`config.mk`:
```
export PLATFORM = sky130hd
export DESIGN_NAME = lowpower_mode_ctrl
export DESIGN_NICKNAME = d
export VERILOG_FILES = /design/src/core/awu_timer.v /design/src/core/lowpower_mode_ctrl.v
export VERILOG_INCLUDE_DIRS = /design/src /design/src/core
export SDC_FILE = /design/constraint.sdc
export NUM_CORES = 1
export LEC_CHECK = 0
export ABC_AREA = 1
export BUFFER_PORTS_ARGS = -buffer_cell sky130_fd_sc_hd__buf_2
export CORE_ASPECT_RATIO = 1.75
export CORE_UTILIZATION = 35
export CTS_BUF_LIST = sky130_fd_sc_hd__clkbuf_8
export DETAILED_ROUTE_END_ITERATION = 10
export SLEW_MARGIN = 30
export SYNTH_ARGS = -nofsm -noshare
export SYNTH_HDL_FRONTEND = slang
export SYNTH_SLANG_ARGS = --single-unit
export TNS_END_PERCENT = 30
```
`constraint.sdc`:
```
create_clock -name CLK_SYS -period 3.2 [get_ports CLK_SYS]
set_input_delay 0.32 -clock CLK_SYS [delete_from_list [all_inputs] [get_ports CLK_SYS]]
set_output_delay 0.32 -clock CLK_SYS [all_outputs]
set_load 0.005 [all_outputs]
```
`src/core/lpm_consts.vh`:
```
// Constants for the low-power mode controller and its wakeup timer
//
// What this block does
// - Without fast wakeup, resume on the clock chosen before active-halt entry.
// - With fast wakeup, restart on internal fast oscillator; software may switch.
// - Fast wakeup enable resets off; software sets it before low-power entry.
// - Active-halt defaults: main regulator kept, flash left operating.
// - Regulator select bit uses low-power regulator in the active-halt halt phase.
// - Active-halt flash power-down bit powers flash down in the halt phase.
// - Wakeup timer runs from slow internal oscillator or prescaled external source.
// - Wakeup counters count only in active-halt halt phase, stop on wakeup.
// - Counters restart from zero on every halt phase entry.
// - Timer events raise a wakeup interrupt returning the core to run.
// - Interval spans 15.625 us to 30.720 s at a 128 kHz input.
// - Halt mode stops all clocks; memory and registers keep their values.
// - Halt mode turns main regulator off, only low-power regulator on.
// - Halt instruction enters halt unless timer or watchdog redirects it.
// - Halt wakes only on pin, CAN receive, SPI end, I2C match or reset.
// - Flash powers down on halt entry by default.
// - Halt flash keep-on bit keeps flash operating throughout halt.
// - Option bit selects external clock input or crystal for external source.
// - Enabled watchdog at halt sends device into active-halt halt phase.
`ifndef LPM_CONSTS_VH
`define LPM_CONSTS_VH

// ------------------------------
// Timing
// ------------------------------
`define SYS_CLK_HZ     125000000
`define SLOW_OSC_HZ    128000
`define SLOW_DIV_CYC   (`SYS_CLK_HZ / `SLOW_OSC_HZ)
`define AWU_MIN_NS     15625
`define AWU_MAX_MS     30720
`define AWU_MIN_TICKS  ((`AWU_MIN_NS * (`SLOW_OSC_HZ / 1000)) / 1000000)
`define AWU_MAX_TICKS  (`AWU_MAX_MS * (`SLOW_OSC_HZ / 1000))

// ------------------------------
// Register offsets
// ------------------------------
`define OFS_CLK_CTRL   8'h00
`define OFS_FLASH_CTRL 8'h04
`define OFS_AWU_CTRL   8'h08
`define OFS_AWU_INTVL  8'h0C
`define OFS_STATUS     8'h10
`define OFS_WAKE_CAUSE 8'h14

// ------------------------------
// Field positions
// ------------------------------
`define CLK_FASTWU_BIT 0
`define CLK_LPREG_BIT  1
`define CLK_SRC_LSB    2
`define FL_AHPD_BIT    0
`define FL_KEEP_BIT    1
`define AWU_EN_BIT     0
`define ST_MODE_LSB    0
`define ST_CLK_LSB     2
`define ST_EXTERNAL_CLOCK_SELECT_BIT  4
`define ST_AWUEXT_BIT  5
`define WC_PIN         0
`define WC_CAN         1
`define WC_SPI         2
`define WC_I2C         3
`define WC_AWU         4

// ------------------------------
// Clock sources and reset values
// ------------------------------
`define CSRC_FAST      2'h0
`define CSRC_EXT       2'h1
`define CSRC_SLOW      2'h2
`define RST_FASTWU     1'h0
`define RST_LPREG      1'h0
`define RST_AHPD       1'h0
`define RST_KEEP       1'h0
`define RST_AWUEN      1'h0
`define RST_INTVL      22'h0_0080

`endif

```
`src/core/awu_timer.v`:
```
// Auto-wakeup timer: input tick selection and interval counter
`timescale 1ns/1ns
`include "lpm_consts.vh"

module awu_timer #(
  parameter CNT_W = 22,
  parameter PRE_W = 6,
  parameter DIV_W = 10
) (
  // Clock and reset
  input  wire             clk,
  input  wire             rst_b,
  // Control
  input  wire             run,
  input  wire             src_ext,
  input  wire             ext_tick,
  input  wire [PRE_W-1:0] wakeup_clock_prescaler,
  input  wire [CNT_W-1:0] interval,
  // Event
  output reg              fire
);

  localparam [31:0]      DIV_LAST_W = `SLOW_DIV_CYC - 1;
  localparam [DIV_W-1:0] DIV_LAST   = DIV_LAST_W[DIV_W-1:0];

  reg  [DIV_W-1:0] div_r;
  reg  [PRE_W-1:0] pre_r;
  reg  [CNT_W-1:0] cnt_r;
  wire [PRE_W-1:0] pre_top;
  wire             slow_tick;
  wire             ext_pulse;
  wire             tick;

  // Prescaler of zero behaves as divide by one
  assign pre_top   = (wakeup_clock_prescaler == {PRE_W{1'b0}}) ? {PRE_W{1'b0}} : wakeup_clock_prescaler - 1'b1;
  assign slow_tick = (div_r == DIV_LAST);
  assign ext_pulse = ext_tick & (pre_r == pre_top);
  assign tick      = src_ext ? ext_pulse : slow_tick;

  always @(posedge clk or negedge rst_b) begin
    if (!rst_b) begin
      div_r <= {DIV_W{1'b0}};
      pre_r <= {PRE_W{1'b0}};
      cnt_r <= {CNT_W{1'b0}};
      fire  <= 1'b0;
    end else if (!run) begin
      // Dividers clear too, so every interval starts from a whole tick
      div_r <= {DIV_W{1'b0}};
      pre_r <= {PRE_W{1'b0}};
      cnt_r <= {CNT_W{1'b0}};
      fire  <= 1'b0;
    end else begin
      div_r <= slow_tick ? {DIV_W{1'b0}} : div_r + 1'b1;
      if (ext_tick) begin
        pre_r <= (pre_r == pre_top) ? {PRE_W{1'b0}} : pre_r + 1'b1;
      end
      fire <= 1'b0;
      if (tick) begin
        if (cnt_r == interval - 1'b1) begin
          cnt_r <= {CNT_W{1'b0}};
          fire  <= 1'b1;
        end else begin
          cnt_r <= cnt_r + 1'b1;
        end
      end
    end
  end

endmodule

```
`src/core/lowpower_mode_ctrl.v`:
```
// Low-power mode controller: halt, active halt, wakeup and power steering
//
// Design decisions made here: the APB slave port and the register offsets.
`timescale 1ns/1ns
`include "lpm_consts.vh"

module lowpower_mode_ctrl #(
  parameter CNT_W = 22,
  parameter PRE_W = 6
) (
  // Clock and reset
  input  wire             CLK_SYS,
  input  wire             RST_B,
  // APB slave
  input  wire             PSEL,
  input  wire             PENABLE,
  input  wire             PWRITE,
  input  wire [7:0]       PADDR,
  input  wire [31:0]      PWDATA,
  output reg  [31:0]      PRDATA,
  output reg              PREADY,
  output reg              PSLVERR,
  // Core side
  input  wire             HALT_EXEC,
  input  wire             WDOG_ENABLED,
  output reg              AWU_IRQ,
  output reg              WAKE_PULSE,
  output reg              CPU_CLK_EN,
  output reg              PERIPH_CLK_EN,
  // Wakeup sources
  input  wire             EXT_PIN_IRQ,
  input  wire             CAN_RX_IRQ,
  input  wire             SPI_EOT_IRQ,
  input  wire             I2C_ADDR_IRQ,
  // Option bytes and external source ticks
  input  wire             OPT_EXT_CLOCK,
  input  wire             OPT_AWU_EXT,
  input  wire [PRE_W-1:0] OPT_WAKEUP_CLOCK_PRESCALER,
  input  wire             EXT_TICK,
  // Power and clock steering
  output reg              MAIN_REG_ON,
  output reg              LP_REG_ON,
  output reg              FLASH_PWRDN,
  output reg  [1:0]       CLK_SRC,
  output reg              FAST_OSC_ON,
  output reg              EXT_OSC_ON,
  output reg              SLOW_OSC_ON,
  output reg              EXT_IS_CLOCK
);

  // ------------------------------
  // States
  // ------------------------------
  localparam [1:0] ST_RUN   = 2'h0;
  localparam [1:0] ST_HALT  = 2'h1;
  localparam [1:0] ST_ACTIVEHALT_FLASH_POWERDOWN = 2'h2;

  // Interval limits in ticks, cut to the counter width on purpose
  localparam [31:0]      INT_MIN_W = `AWU_MIN_TICKS;
  localparam [31:0]      INT_MAX_W = `AWU_MAX_TICKS;
  localparam [CNT_W-1:0] INT_MIN   = INT_MIN_W[CNT_W-1:0];
  localparam [CNT_W-1:0] INT_MAX   = INT_MAX_W[CNT_W-1:0];

  // ------------------------------
  // Declarations
  // ------------------------------
  reg  [1:0]       state_r;
  reg  [1:0]       state_nxt;
  reg              fast_wakeup_enable_r;
  reg              lowpower_regulator_select_r;
  reg              activehalt_flash_powerdown_r;
  reg              halt_flash_keep_r;
  reg              awu_en_r;
  reg  [CNT_W-1:0] interval_r;
  reg  [1:0]       clk_sel_r;
  reg  [4:0]       wake_cause_r;
  reg  [4:0]       cause_set;
  reg              lat_fastwu_r;
  reg              lat_lpreg_r;
  reg              lat_ahpd_r;
  reg              lat_keep_r;
  reg  [31:0]      rd_nxt;
  reg              hit;
  reg              wake;
  wire             setup;
  wire             wr_go;
  wire             pin_wake;
  wire             awu_fire;
  wire             awu_run;

  // ------------------------------
  // APB handshake
  // ------------------------------
  // PREADY is registered from the setup cycle: one access cycle, no wait state
  assign setup = PSEL & ~PENABLE;
  assign wr_go = PSEL & PENABLE & PREADY & PWRITE & ~PSLVERR;

  always @* begin
    rd_nxt = 32'h0000_0000;
    hit    = 1'b1;
    case (PADDR)
      `OFS_CLK_CTRL: begin
        rd_nxt[`CLK_FASTWU_BIT] = fast_wakeup_enable_r;
        rd_nxt[`CLK_LPREG_BIT]  = lowpower_regulator_select_r;
        rd_nxt[`CLK_SRC_LSB+1:`CLK_SRC_LSB] = clk_sel_r;
      end
      `OFS_FLASH_CTRL: begin
        rd_nxt[`FL_AHPD_BIT] = activehalt_flash_powerdown_r;
        rd_nxt[`FL_KEEP_BIT] = halt_flash_keep_r;
      end
      `OFS_AWU_CTRL: begin
        rd_nxt[`AWU_EN_BIT] = awu_en_r;
      end
      `OFS_AWU_INTVL: begin
        rd_nxt[CNT_W-1:0] = interval_r;
      end
      `OFS_STATUS: begin
        rd_nxt[`ST_MODE_LSB+1:`ST_MODE_LSB] = state_r;
        rd_nxt[`ST_CLK_LSB+1:`ST_CLK_LSB]   = clk_sel_r;
        rd_nxt[`ST_EXTERNAL_CLOCK_SELECT_BIT]              = EXT_IS_CLOCK;
        rd_nxt[`ST_AWUEXT_BIT]              = OPT_AWU_EXT;
      end
      `OFS_WAKE_CAUSE: begin
        rd_nxt[4:0] = wake_cause_r;
      end
      default: begin
        hit = 1'b0;
      end
    endcase
  end

  always @(posedge CLK_SYS or negedge RST_B) begin
    if (!RST_B) begin
      PREADY  <= 1'b0;
      PSLVERR <= 1'b0;
      PRDATA  <= 32'h0000_0000;
    end else begin
      PREADY  <= setup;
      PSLVERR <= setup & ~hit;
      if (setup) begin
        PRDATA <= (PWRITE | ~hit) ? 32'h0000_0000 : rd_nxt;
      end
    end
  end

  // ------------------------------
  // Software control bits
  // ------------------------------
  always @(posedge CLK_SYS or negedge RST_B) begin
    if (!RST_B) begin
      fast_wakeup_enable_r         <= `RST_FASTWU;
      lowpower_regulator_select_r  <= `RST_LPREG;
      activehalt_flash_powerdown_r <= `RST_AHPD;
      halt_flash_keep_r            <= `RST_KEEP;
      awu_en_r                     <= `RST_AWUEN;
      interval_r                   <= `RST_INTVL;
    end else if (wr_go) begin
      case (PADDR)
        `OFS_CLK_CTRL: begin
          fast_wakeup_enable_r        <= PWDATA[`CLK_FASTWU_BIT];
          lowpower_regulator_select_r <= PWDATA[`CLK_LPREG_BIT];
        end
        `OFS_FLASH_CTRL: begin
          activehalt_flash_powerdown_r <= PWDATA[`FL_AHPD_BIT];
          halt_flash_keep_r            <= PWDATA[`FL_KEEP_BIT];
        end
        `OFS_AWU_CTRL: begin
          awu_en_r <= PWDATA[`AWU_EN_BIT];
        end
        `OFS_AWU_INTVL: begin
          // Out-of-range intervals are clamped to the supported span
          if (PWDATA < `AWU_MIN_TICKS) begin
            interval_r <= INT_MIN;
          end else if (PWDATA > `AWU_MAX_TICKS) begin
            interval_r <= INT_MAX;
          end else begin
            interval_r <= PWDATA[CNT_W-1:0];
          end
        end
        default: begin
          interval_r <= interval_r;
        end
      endcase
    end
  end

  // ------------------------------
  // Wakeup timer
  // ------------------------------
  // Outside a timer-enabled active halt the timer is held cleared
  assign awu_run  = (state_r == ST_ACTIVEHALT_FLASH_POWERDOWN) & awu_en_r;
  assign pin_wake = EXT_PIN_IRQ | CAN_RX_IRQ | SPI_EOT_IRQ | I2C_ADDR_IRQ;

  awu_timer #(
    .CNT_W (CNT_W),
    .PRE_W (PRE_W)
  ) u_awu (
    .clk      (CLK_SYS),
    .rst_b    (RST_B),
    .run      (awu_run),
    .src_ext  (OPT_AWU_EXT),
    .ext_tick (EXT_TICK),
    .wakeup_clock_prescaler    (OPT_WAKEUP_CLOCK_PRESCALER),
    .interval (interval_r),
    .fire     (awu_fire)
  );

  // ------------------------------
  // Mode sequencing
  // ------------------------------
  always @* begin
    state_nxt = state_r;
    wake      = 1'b0;
    cause_set = 5'h00;
    case (state_r)
      ST_RUN: begin
        if (HALT_EXEC) begin
          // Watchdog alone also forces active halt; it then has no timer wake
          if (awu_en_r | WDOG_ENABLED) begin
            state_nxt = ST_ACTIVEHALT_FLASH_POWERDOWN;
          end else begin
            state_nxt = ST_HALT;
          end
        end
      end
      ST_HALT: begin
        wake = pin_wake;
      end
      ST_ACTIVEHALT_FLASH_POWERDOWN: begin
        // Without the timer this is a watchdog-only stop: a reset alone ends it
        if (awu_en_r) begin
          wake = pin_wake | awu_fire;
        end else begin
          wake = 1'b0;
        end
      end
      default: begin
        state_nxt = ST_RUN;
      end
    endcase
    if (wake) begin
      state_nxt             = ST_RUN;
      cause_set[`WC_PIN]    = EXT_PIN_IRQ;
      cause_set[`WC_CAN]    = CAN_RX_IRQ;
      cause_set[`WC_SPI]    = SPI_EOT_IRQ;
      cause_set[`WC_I2C]    = I2C_ADDR_IRQ;
      cause_set[`WC_AWU]    = awu_fire;
    end
  end

  always @(posedge CLK_SYS or negedge RST_B) begin
    if (!RST_B) begin
      state_r      <= ST_RUN;
      lat_fastwu_r <= 1'b0;
      lat_lpreg_r  <= 1'b0;
      lat_ahpd_r   <= 1'b0;
      lat_keep_r   <= 1'b0;
      clk_sel_r    <= `CSRC_FAST;
      wake_cause_r <= 5'h00;
      WAKE_PULSE   <= 1'b0;
      AWU_IRQ      <= 1'b0;
    end else begin
      state_r    <= state_nxt;
      WAKE_PULSE <= wake;
      AWU_IRQ    <= wake & awu_fire;
      // Snapshot at entry so a late write cannot disturb a stopped core
      if (state_r == ST_RUN && HALT_EXEC) begin
        lat_fastwu_r <= fast_wakeup_enable_r;
        lat_lpreg_r  <= lowpower_regulator_select_r;
        lat_ahpd_r   <= activehalt_flash_powerdown_r;
        lat_keep_r   <= halt_flash_keep_r;
      end
      // A latched fast wakeup forces the fast oscillator; otherwise the choice stays
      if (wake && lat_fastwu_r) begin
        clk_sel_r <= `CSRC_FAST;
      end else if (wake) begin
        clk_sel_r <= clk_sel_r;
      end else if (wr_go && PADDR == `OFS_CLK_CTRL &&
                   PWDATA[`CLK_SRC_LSB+1:`CLK_SRC_LSB] != 2'h3) begin
        clk_sel_r <= PWDATA[`CLK_SRC_LSB+1:`CLK_SRC_LSB];
      end
      // Write one to clear; a cause arriving together is kept
      if (wr_go && PADDR == `OFS_WAKE_CAUSE) begin
        wake_cause_r <= (wake_cause_r & ~PWDATA[4:0]) | cause_set;
      end else begin
        wake_cause_r <= wake_cause_r | cause_set;
      end
    end
  end

  // ------------------------------
  // Power, flash and clock steering
  // ------------------------------
  // Outputs follow the mode one cycle later, all from flip-flops
  always @(posedge CLK_SYS or negedge RST_B) begin
    if (!RST_B) begin
      CPU_CLK_EN    <= 1'b1;
      PERIPH_CLK_EN <= 1'b1;
      MAIN_REG_ON   <= 1'b1;
      LP_REG_ON     <= 1'b0;
      FLASH_PWRDN   <= 1'b0;
      CLK_SRC       <= `CSRC_FAST;
      FAST_OSC_ON   <= 1'b1;
      EXT_OSC_ON    <= 1'b0;
      SLOW_OSC_ON   <= 1'b0;
      EXT_IS_CLOCK  <= 1'b0;
    end else begin
      EXT_IS_CLOCK <= OPT_EXT_CLOCK;
      CLK_SRC      <= clk_sel_r;
      case (state_r)
        ST_HALT: begin
          CPU_CLK_EN    <= 1'b0;
          PERIPH_CLK_EN <= 1'b0;
          MAIN_REG_ON   <= 1'b0;
          LP_REG_ON     <= 1'b1;
          FLASH_PWRDN   <= ~lat_keep_r;
          FAST_OSC_ON   <= 1'b0;
          EXT_OSC_ON    <= 1'b0;
          SLOW_OSC_ON   <= 1'b0;
        end
        ST_ACTIVEHALT_FLASH_POWERDOWN: begin
          CPU_CLK_EN    <= 1'b0;
          PERIPH_CLK_EN <= 1'b0;
          MAIN_REG_ON   <= ~lat_lpreg_r;
          LP_REG_ON     <= lat_lpreg_r;
          FLASH_PWRDN   <= lat_ahpd_r;
          FAST_OSC_ON   <= 1'b0;
          EXT_OSC_ON    <= awu_en_r & OPT_AWU_EXT;
          SLOW_OSC_ON   <= (awu_en_r & ~OPT_AWU_EXT) | WDOG_ENABLED;
        end
        default: begin
          CPU_CLK_EN    <= 1'b1;
          PERIPH_CLK_EN <= 1'b1;
          MAIN_REG_ON   <= 1'b1;
          LP_REG_ON     <= 1'b0;
          FLASH_PWRDN   <= 1'b0;
          FAST_OSC_ON   <= (clk_sel_r == `CSRC_FAST);
          EXT_OSC_ON    <= (clk_sel_r == `CSRC_EXT);
          SLOW_OSC_ON   <= (clk_sel_r == `CSRC_SLOW) | WDOG_ENABLED;
        end
      endcase
    end
  end

endmodule

```
# Word level (Yosys, flattened, before mapping)
# Index checks and enable logic that the tools add are counted.
dict set report totals {
  in_bits 60
  wordCells 145
  out_inout_bits 47
  regBits 125
}
dict set report classes {
  n_lt_le_gt_ge 2
  addsub 5
  n_eq_ne 18
  n_bitwise 29
  muxes 41
  n_reduce_logical 19
}
# op n
set op_table {}
lappend op_table {{$mux W22} 6}
lappend op_table {{$gt A32 B22 Y1 const B} 1}
lappend op_table {{$lt A32 B2 Y1 const B} 1}
lappend op_table {{$mux W6} 4}
lappend op_table {{$add A22 B1 Y22 const B} 1}
lappend op_table {{$eq A22 B22 Y1} 1}
lappend op_table {{$sub A22 B1 Y22 const B} 1}
lappend op_table {{$mux W10} 2}
lappend op_table {{$eq A8 B4 Y1 const B} 2}
lappend op_table {{$eq A8 B5 Y1 const B} 2}
lappend op_table {{$mux W16} 1}
lappend op_table {{$pmux W1 S2} 7}
lappend op_table {{$mux W2} 6}
lappend op_table {{$reduce_and A2 Y1} 6}
lappend op_table {{$and A1 B1 Y1} 11}
lappend op_table {{$add A10 B1 Y10 const B} 1}
lappend op_table {{$eq A10 B10 Y1 const B} 1}
lappend op_table {{$mux W5} 2}
lappend op_table {{$or A5 B5 Y5} 2}
lappend op_table {{$eq A8 B3 Y1 const B} 1}
lappend op_table {{$logic_not A8 Y1} 1}
lappend op_table {{$mux W1} 8}
lappend op_table {{$or A1 B1 Y1} 8}
lappend op_table {{$add A6 B1 Y6 const B} 1}
lappend op_table {{other kinds (21)} 37}

# Logic depth before layout (Yosys ltp)
dict set report depth {
  word_depth 9
  mapped_depth 18
  ltp_nobuf 17
}

# Cells and area by module
# From an unflattened synthesis, not the netlist that was laid out.
dict set report unflattened {
  hier_cells 1055
  hier_area_um2 7507.2
}
# module area_each_um2 cells_per_inst n_inst seq_area_each_um2
set by_module_without_submodules {}
lappend by_module_without_submodules {lowpower_mode_ctrl 3842.4 491 1 1906.8}
lappend by_module_without_submodules {awu_timer 3664.8 564 1 975.9}

# Worst setup path after synthesis
# OpenSTA, ideal clock, no wires.
dict set report synth_timing {
  kind {input-to-reg}
  startpoint {input port OPT_WAKEUP_CLOCK_PRESCALER[0]}
  endpoint {register u_awu.cnt_r[2]}
  stages 15
  setup_slack_ns 1.274
  required_time_ns 3.083
  t_arrival_ns 1.808
  n_path_buf 1
  setup_ns 0.117
  path_cell_list {inv_1 -> ha_1 -> inv_1 -> nor2_2 -> nand3_2 -> nand2_1 -> xor2_1 -> nand2_1 -> nor2_2 -> nand3_2 -> nand3_1 -> inv_2 -> buf_2 -> nand2_1 -> nand2_1}
}
dict set report synth_between {
  elab_chain_len 6
  word_cells_on_any_way 7
  cone_classes {add/sub (1); eq/ne (2); mux (2); bitwise (1); reduce/logical (1)}
}
# item line_no
set synth_lines {}
lappend synth_lines {{start: declaration} lowpower_mode_ctrl.v:38} ;# input wire [PRE_W-1:0] OPT_WAKEUP_CLOCK_PRESCALER,
lappend synth_lines {{$sub A6 B1 Y6 or $logic_not A6 Y1 (tied branches)} awu_timer.v:35} ;# assign pre_top = (wakeup_clock_prescaler == {PRE_W{1'b0}}) ? {PRE_W{1'b0}} : wakeup_clock_prescaler - 1'b1;
lappend synth_lines {{$mux W6 *} awu_timer.v:35}
lappend synth_lines {{$eq A6 B6 Y1 *} awu_timer.v:37} ;# assign ext_pulse = ext_tick & (pre_r == pre_top);
lappend synth_lines {{$and A1 B1 Y1 *} awu_timer.v:37}
lappend synth_lines {{$mux W1 *} awu_timer.v:38} ;# assign tick = src_ext ? ext_pulse : slow_tick;
lappend synth_lines {{$ne A2 B2 Y1 (no source line) *} n/a}
lappend synth_lines {{end signal: assignment} awu_timer.v:44} ;# cnt_r <= {CNT_W{1'b0}};
lappend synth_lines {{end signal: assignment} awu_timer.v:50} ;# cnt_r <= {CNT_W{1'b0}};
lappend synth_lines {{end signal: assignment} awu_timer.v:60} ;# cnt_r <= {CNT_W{1'b0}};
lappend synth_lines {{end: declaration} awu_timer.v:28} ;# reg [CNT_W-1:0] cnt_r;
# Every way passes the cells marked *; elsewhere a longest branch is shown, timed or not.
# A chain may end at the register's enable or synchronous reset.

# Final worst setup path
dict set report layout_timing {
  startpoint {register interval_r[0]}
  endpoint {register u_awu.cnt_r[2]}
}
dict set report layout_between {
  elab_chain_len 5
}
# item line_no
set layout_lines {}
lappend layout_lines {{start: declaration} lowpower_mode_ctrl.v:74} ;# reg [CNT_W-1:0] interval_r;
lappend layout_lines {{start signal: assignment} lowpower_mode_ctrl.v:156} ;# interval_r <= `RST_INTVL;
lappend layout_lines {{start signal: assignment} lowpower_mode_ctrl.v:177} ;# interval_r <= PWDATA[CNT_W-1:0];
lappend layout_lines {{start signal: assignment} lowpower_mode_ctrl.v:181} ;# interval_r <= interval_r;
lappend layout_lines {{$sub A22 B1 Y22} awu_timer.v:59} ;# if (cnt_r == interval - 1'b1) begin
lappend layout_lines {{$eq A22 B22 Y1} awu_timer.v:59}
lappend layout_lines {{$mux W22} awu_timer.v:59}
lappend layout_lines {{$mux W22} awu_timer.v:58} ;# if (tick) begin
lappend layout_lines {{$mux W22} awu_timer.v:46} ;# end else if (!run) begin
lappend layout_lines {{end signal: assignment} awu_timer.v:50}
lappend layout_lines {{end signal: assignment} awu_timer.v:60}
lappend layout_lines {{end signal: assignment} awu_timer.v:63} ;# cnt_r <= cnt_r + 1'b1;
# No other way between the ends. The select of a mux whose other input is x is not followed.

==> results.toml <==
[sta]
min_period_over_period_pct = 76.02
slew_viol_final = 0
worst_pin_slew_ns = 0.6758
setup_violations = 0
min_period_ns = 2.433
finalSetupTns_ns = 0
fmax_mhz = 411.1
hold_viol = 0
rsz0062_at_grt = "false"
clock_skew_ns = 0.01660
fin_ws_ns = 0.7673
relSlewSlack_pct = 54.90

[worst_setup_path]
crit_family = "simple AND/OR/NAND/NOR gates"
reg2regPathDepth = 13
slowest_stage = "dfrtp_1"
crit_chain = "inv_1 > ha_1 > nand2_4 > nor2_8 > nand2_2 > clkinv_1 > nand3_1 > nand2_1 > nand3_1 > nor2_4 > nand2_2 > nand3_1 > nand2_1"
max_stage_delay_ns = 0.42
r2r_end = "u_awu.cnt_r[2]"
crit_fanout = 21
r2r_slack_ns = 0.77
worst-path-buf-inv = 2
cp.required_ns = 3.53
reg2reg_from = "interval_r[0]"
critical_path_class = "flip-flop to flip-flop"
path_common_cell = "nand3_1"
cp-start-kind = "flip-flop"
cp-end-kind = "flip-flop"
critPathArrivalTime_ns = 2.77

[routing]
wl_per_cell_microns = 15.09
drc = 0
dr.pass1.iters = 5
vias_per_cell = 4.939
wirelength_mm = 20.49
ant_nets = 0
vias = 6707
drtIter0Drc = 292

[hold_path]
hold_path_depth = 3
hold_path.startpoint = "SPI_EOT_IRQ"
holdPathEnd = "wake_cause_r[2]"
hp-class = "primary input to flip-flop"

[finish]
final_common_cell = "nand2_1"
layout_common_cells = "nand2_1 (322), inv_1 (122), dfrtp_1 (111)"
seq_area_sq_um = 2883
multi_input_area_sq_um = 3659
num_antenna_cells = 0
final_net_count = 1165
final_layout_size_suffix_gt1_share_pct = 18.56
fillCellCount = 2166
area_growth_pct = 15.72

[synth]
synthesis.area_sq_um = 7178
ys_seq_area_share_pct = 40.16
dominantRegCellSynth = "dfrtp_1"
ys_types = 47
synth-async-reset-ratio_pct = 100.0
syn-mean-instance-area_sq_um = 7.229
yosys_register_bits = 115
syn-instance-count = 993
ys_warn_count = 0
synth_edf_count = 0

[power_and_ir_drop]
ir_drop_mv = 0.2951
power_per_cell_area_nw_per_um2 = 407.7
power.leakage_nw = 4.294

[die]
die_h_microns = 191.5
initial_utilization_pct = 35.53
ios = 107
die_x_microns = 110.3
dieArea_sq_um = 21110
design.core.area_sq_um = 20200
rows = 69

[clocking]
cts_resized = 0
ctsRootBufferMaster = "clkbuf_8"
htree_levels = 4
clock-sinks = 115
clkTransAtPathRegs_ns = 0.09
cts_max_path_buffers = 2
cts_tree = "yes"
clkLatencyLatePin_ns = 0.45
numCtsBuffers = 17

[flow_run]
cap_violations = 0

[placement]
post-place-ws_ns = 0.6699
dpl.hpwl_mm = 15.91
place.gp.congestion = 0.8705
port_buffers = 96

[global_route]
grt_antenna_before_repair = 0
grt_pass1_wl_mm = 33.59
grt-ovfl-total = 0
grt_pass1_vias = 6923
grt_max_degree = 51
grt_usage_pct = 21.04

[status]
status = "completed"
-- registers in the layout (all words and copies together) (netlist names), 2 cells and up --
signal        count
state_r           2
u_awu.cnt_r      22
interval_r       22
CLK_SRC           2
PRDATA           22
wake_cause_r      5
clk_sel_r         2
u_awu.div_r      10
u_awu.pre_r       6
-- through the flow --
stage | cells | power [mW] | area, sq um | hold slack, ns | utilization [%]
6_report | 1358 | 3.387 | 8307 | 0.08004 | 41.12
3_3_place_gp | 1324 | 2.014 | 7880 | 0.3633 | 39.01
2_1_floorplan | 1002 | 1.837 | 7212 | 0.02441 | -
5_1_grt | 1358 | 3.543 | 8307 | 0.07067 | 41.12
4_1_cts | 1358 | 3.435 | 8307 | 0.05205 | 41.12
3_5_place_dp | 1324 | 2.014 | 7880 | 0.3690 | 39.01
-- layout make-up --
cell class / instances / share of cell area [%]
multi-input cells: 730 / 44.04
flip-flops and latches: 115 / 34.70
repair buffers: 105 / 6.838
inverters: 128 / 5.784
well taps: 248 / 3.736
clock buffers: 17 / 2.817
clock inverters: 15 / 2.079
-- synth_stat cells (14+ instances only) --
master	instances	area (sq um)
inv_1	122	457.9
xor2_1	20	175.2
nand3_2	26	260.3
o21ai_0	43	215.2
buf_4	14	105.1
nand2_1	322	1209
a21oi_1	19	95.09
nor2_1	94	352.8
nor3_1	18	90.09
nand3_1	57	285.3
dfrtp_1	111	2778
nand4_1	16	100.1
-- worst max-delay path by stage --
stage	start	endpoint	slack [ns]	cells past startpoint
after global routing	interval_r[0]	u_awu.cnt_r[2]	0.49	13
after floorplan	OPT_WAKEUP_CLOCK_PRESCALER[0]	u_awu.cnt_r[2]	1.27	15
after global placement	OPT_WAKEUP_CLOCK_PRESCALER[0]	u_awu.fire	0.75	14
after detailed placement	OPT_WAKEUP_CLOCK_PRESCALER[0]	u_awu.fire	0.67	14
after CTS	interval_r[0]	u_awu.cnt_r[2]	0.75	13
final	interval_r[0]	u_awu.cnt_r[2]	0.77	13
-- tightest hold or removal path, cell delays in order --
cell and delay [ns]:
buf_2 0.09, nand2_1 0.05, nand2_1 0.05
-- layer usage --
metal  up-vias  GRT usage [%]  routed length (microns)
li1       3346              -                        -
met1      3136          21.57                     7480
met2       159          38.99                    11260
met3        66          2.864                      576
met4         0          12.90                     1173
met5         -              0                        0
-- cells by family (layout without fill, tap and decap cells) --
kind of cell,count (synthesis),in the layout,synth area share [%]
DFF,115,115,40.16
other,1,10,0.05224
adders and majority gates,8,8,1.395
and+or+nand+nor,584,584,37.62
AOI/OAI and AO/OA,96,96,7.530
xor gates and xnor gates,32,32,3.904
buffers and inverters,157,265,9.343
-- power by group --
group	switching (mW)	internal [mW]	leakage (nW)	total [mW]
Sequential	0.0294	1.53	1.57	1.56
Combinational	0.278	0.148	2.53	0.426
Clock	0.688	0.712	0.196	1.40
Total	0.996	2.39	4.29	3.39
-- what timing repair did --
item                                    in CTS  in global routing
endpoints found under the setup margin       0                  0
setup buffers                                0                  0
hold endpoints to repair                    39                  0
hold buffers                                 2                  0
Power figures use the tool's default switching activity.
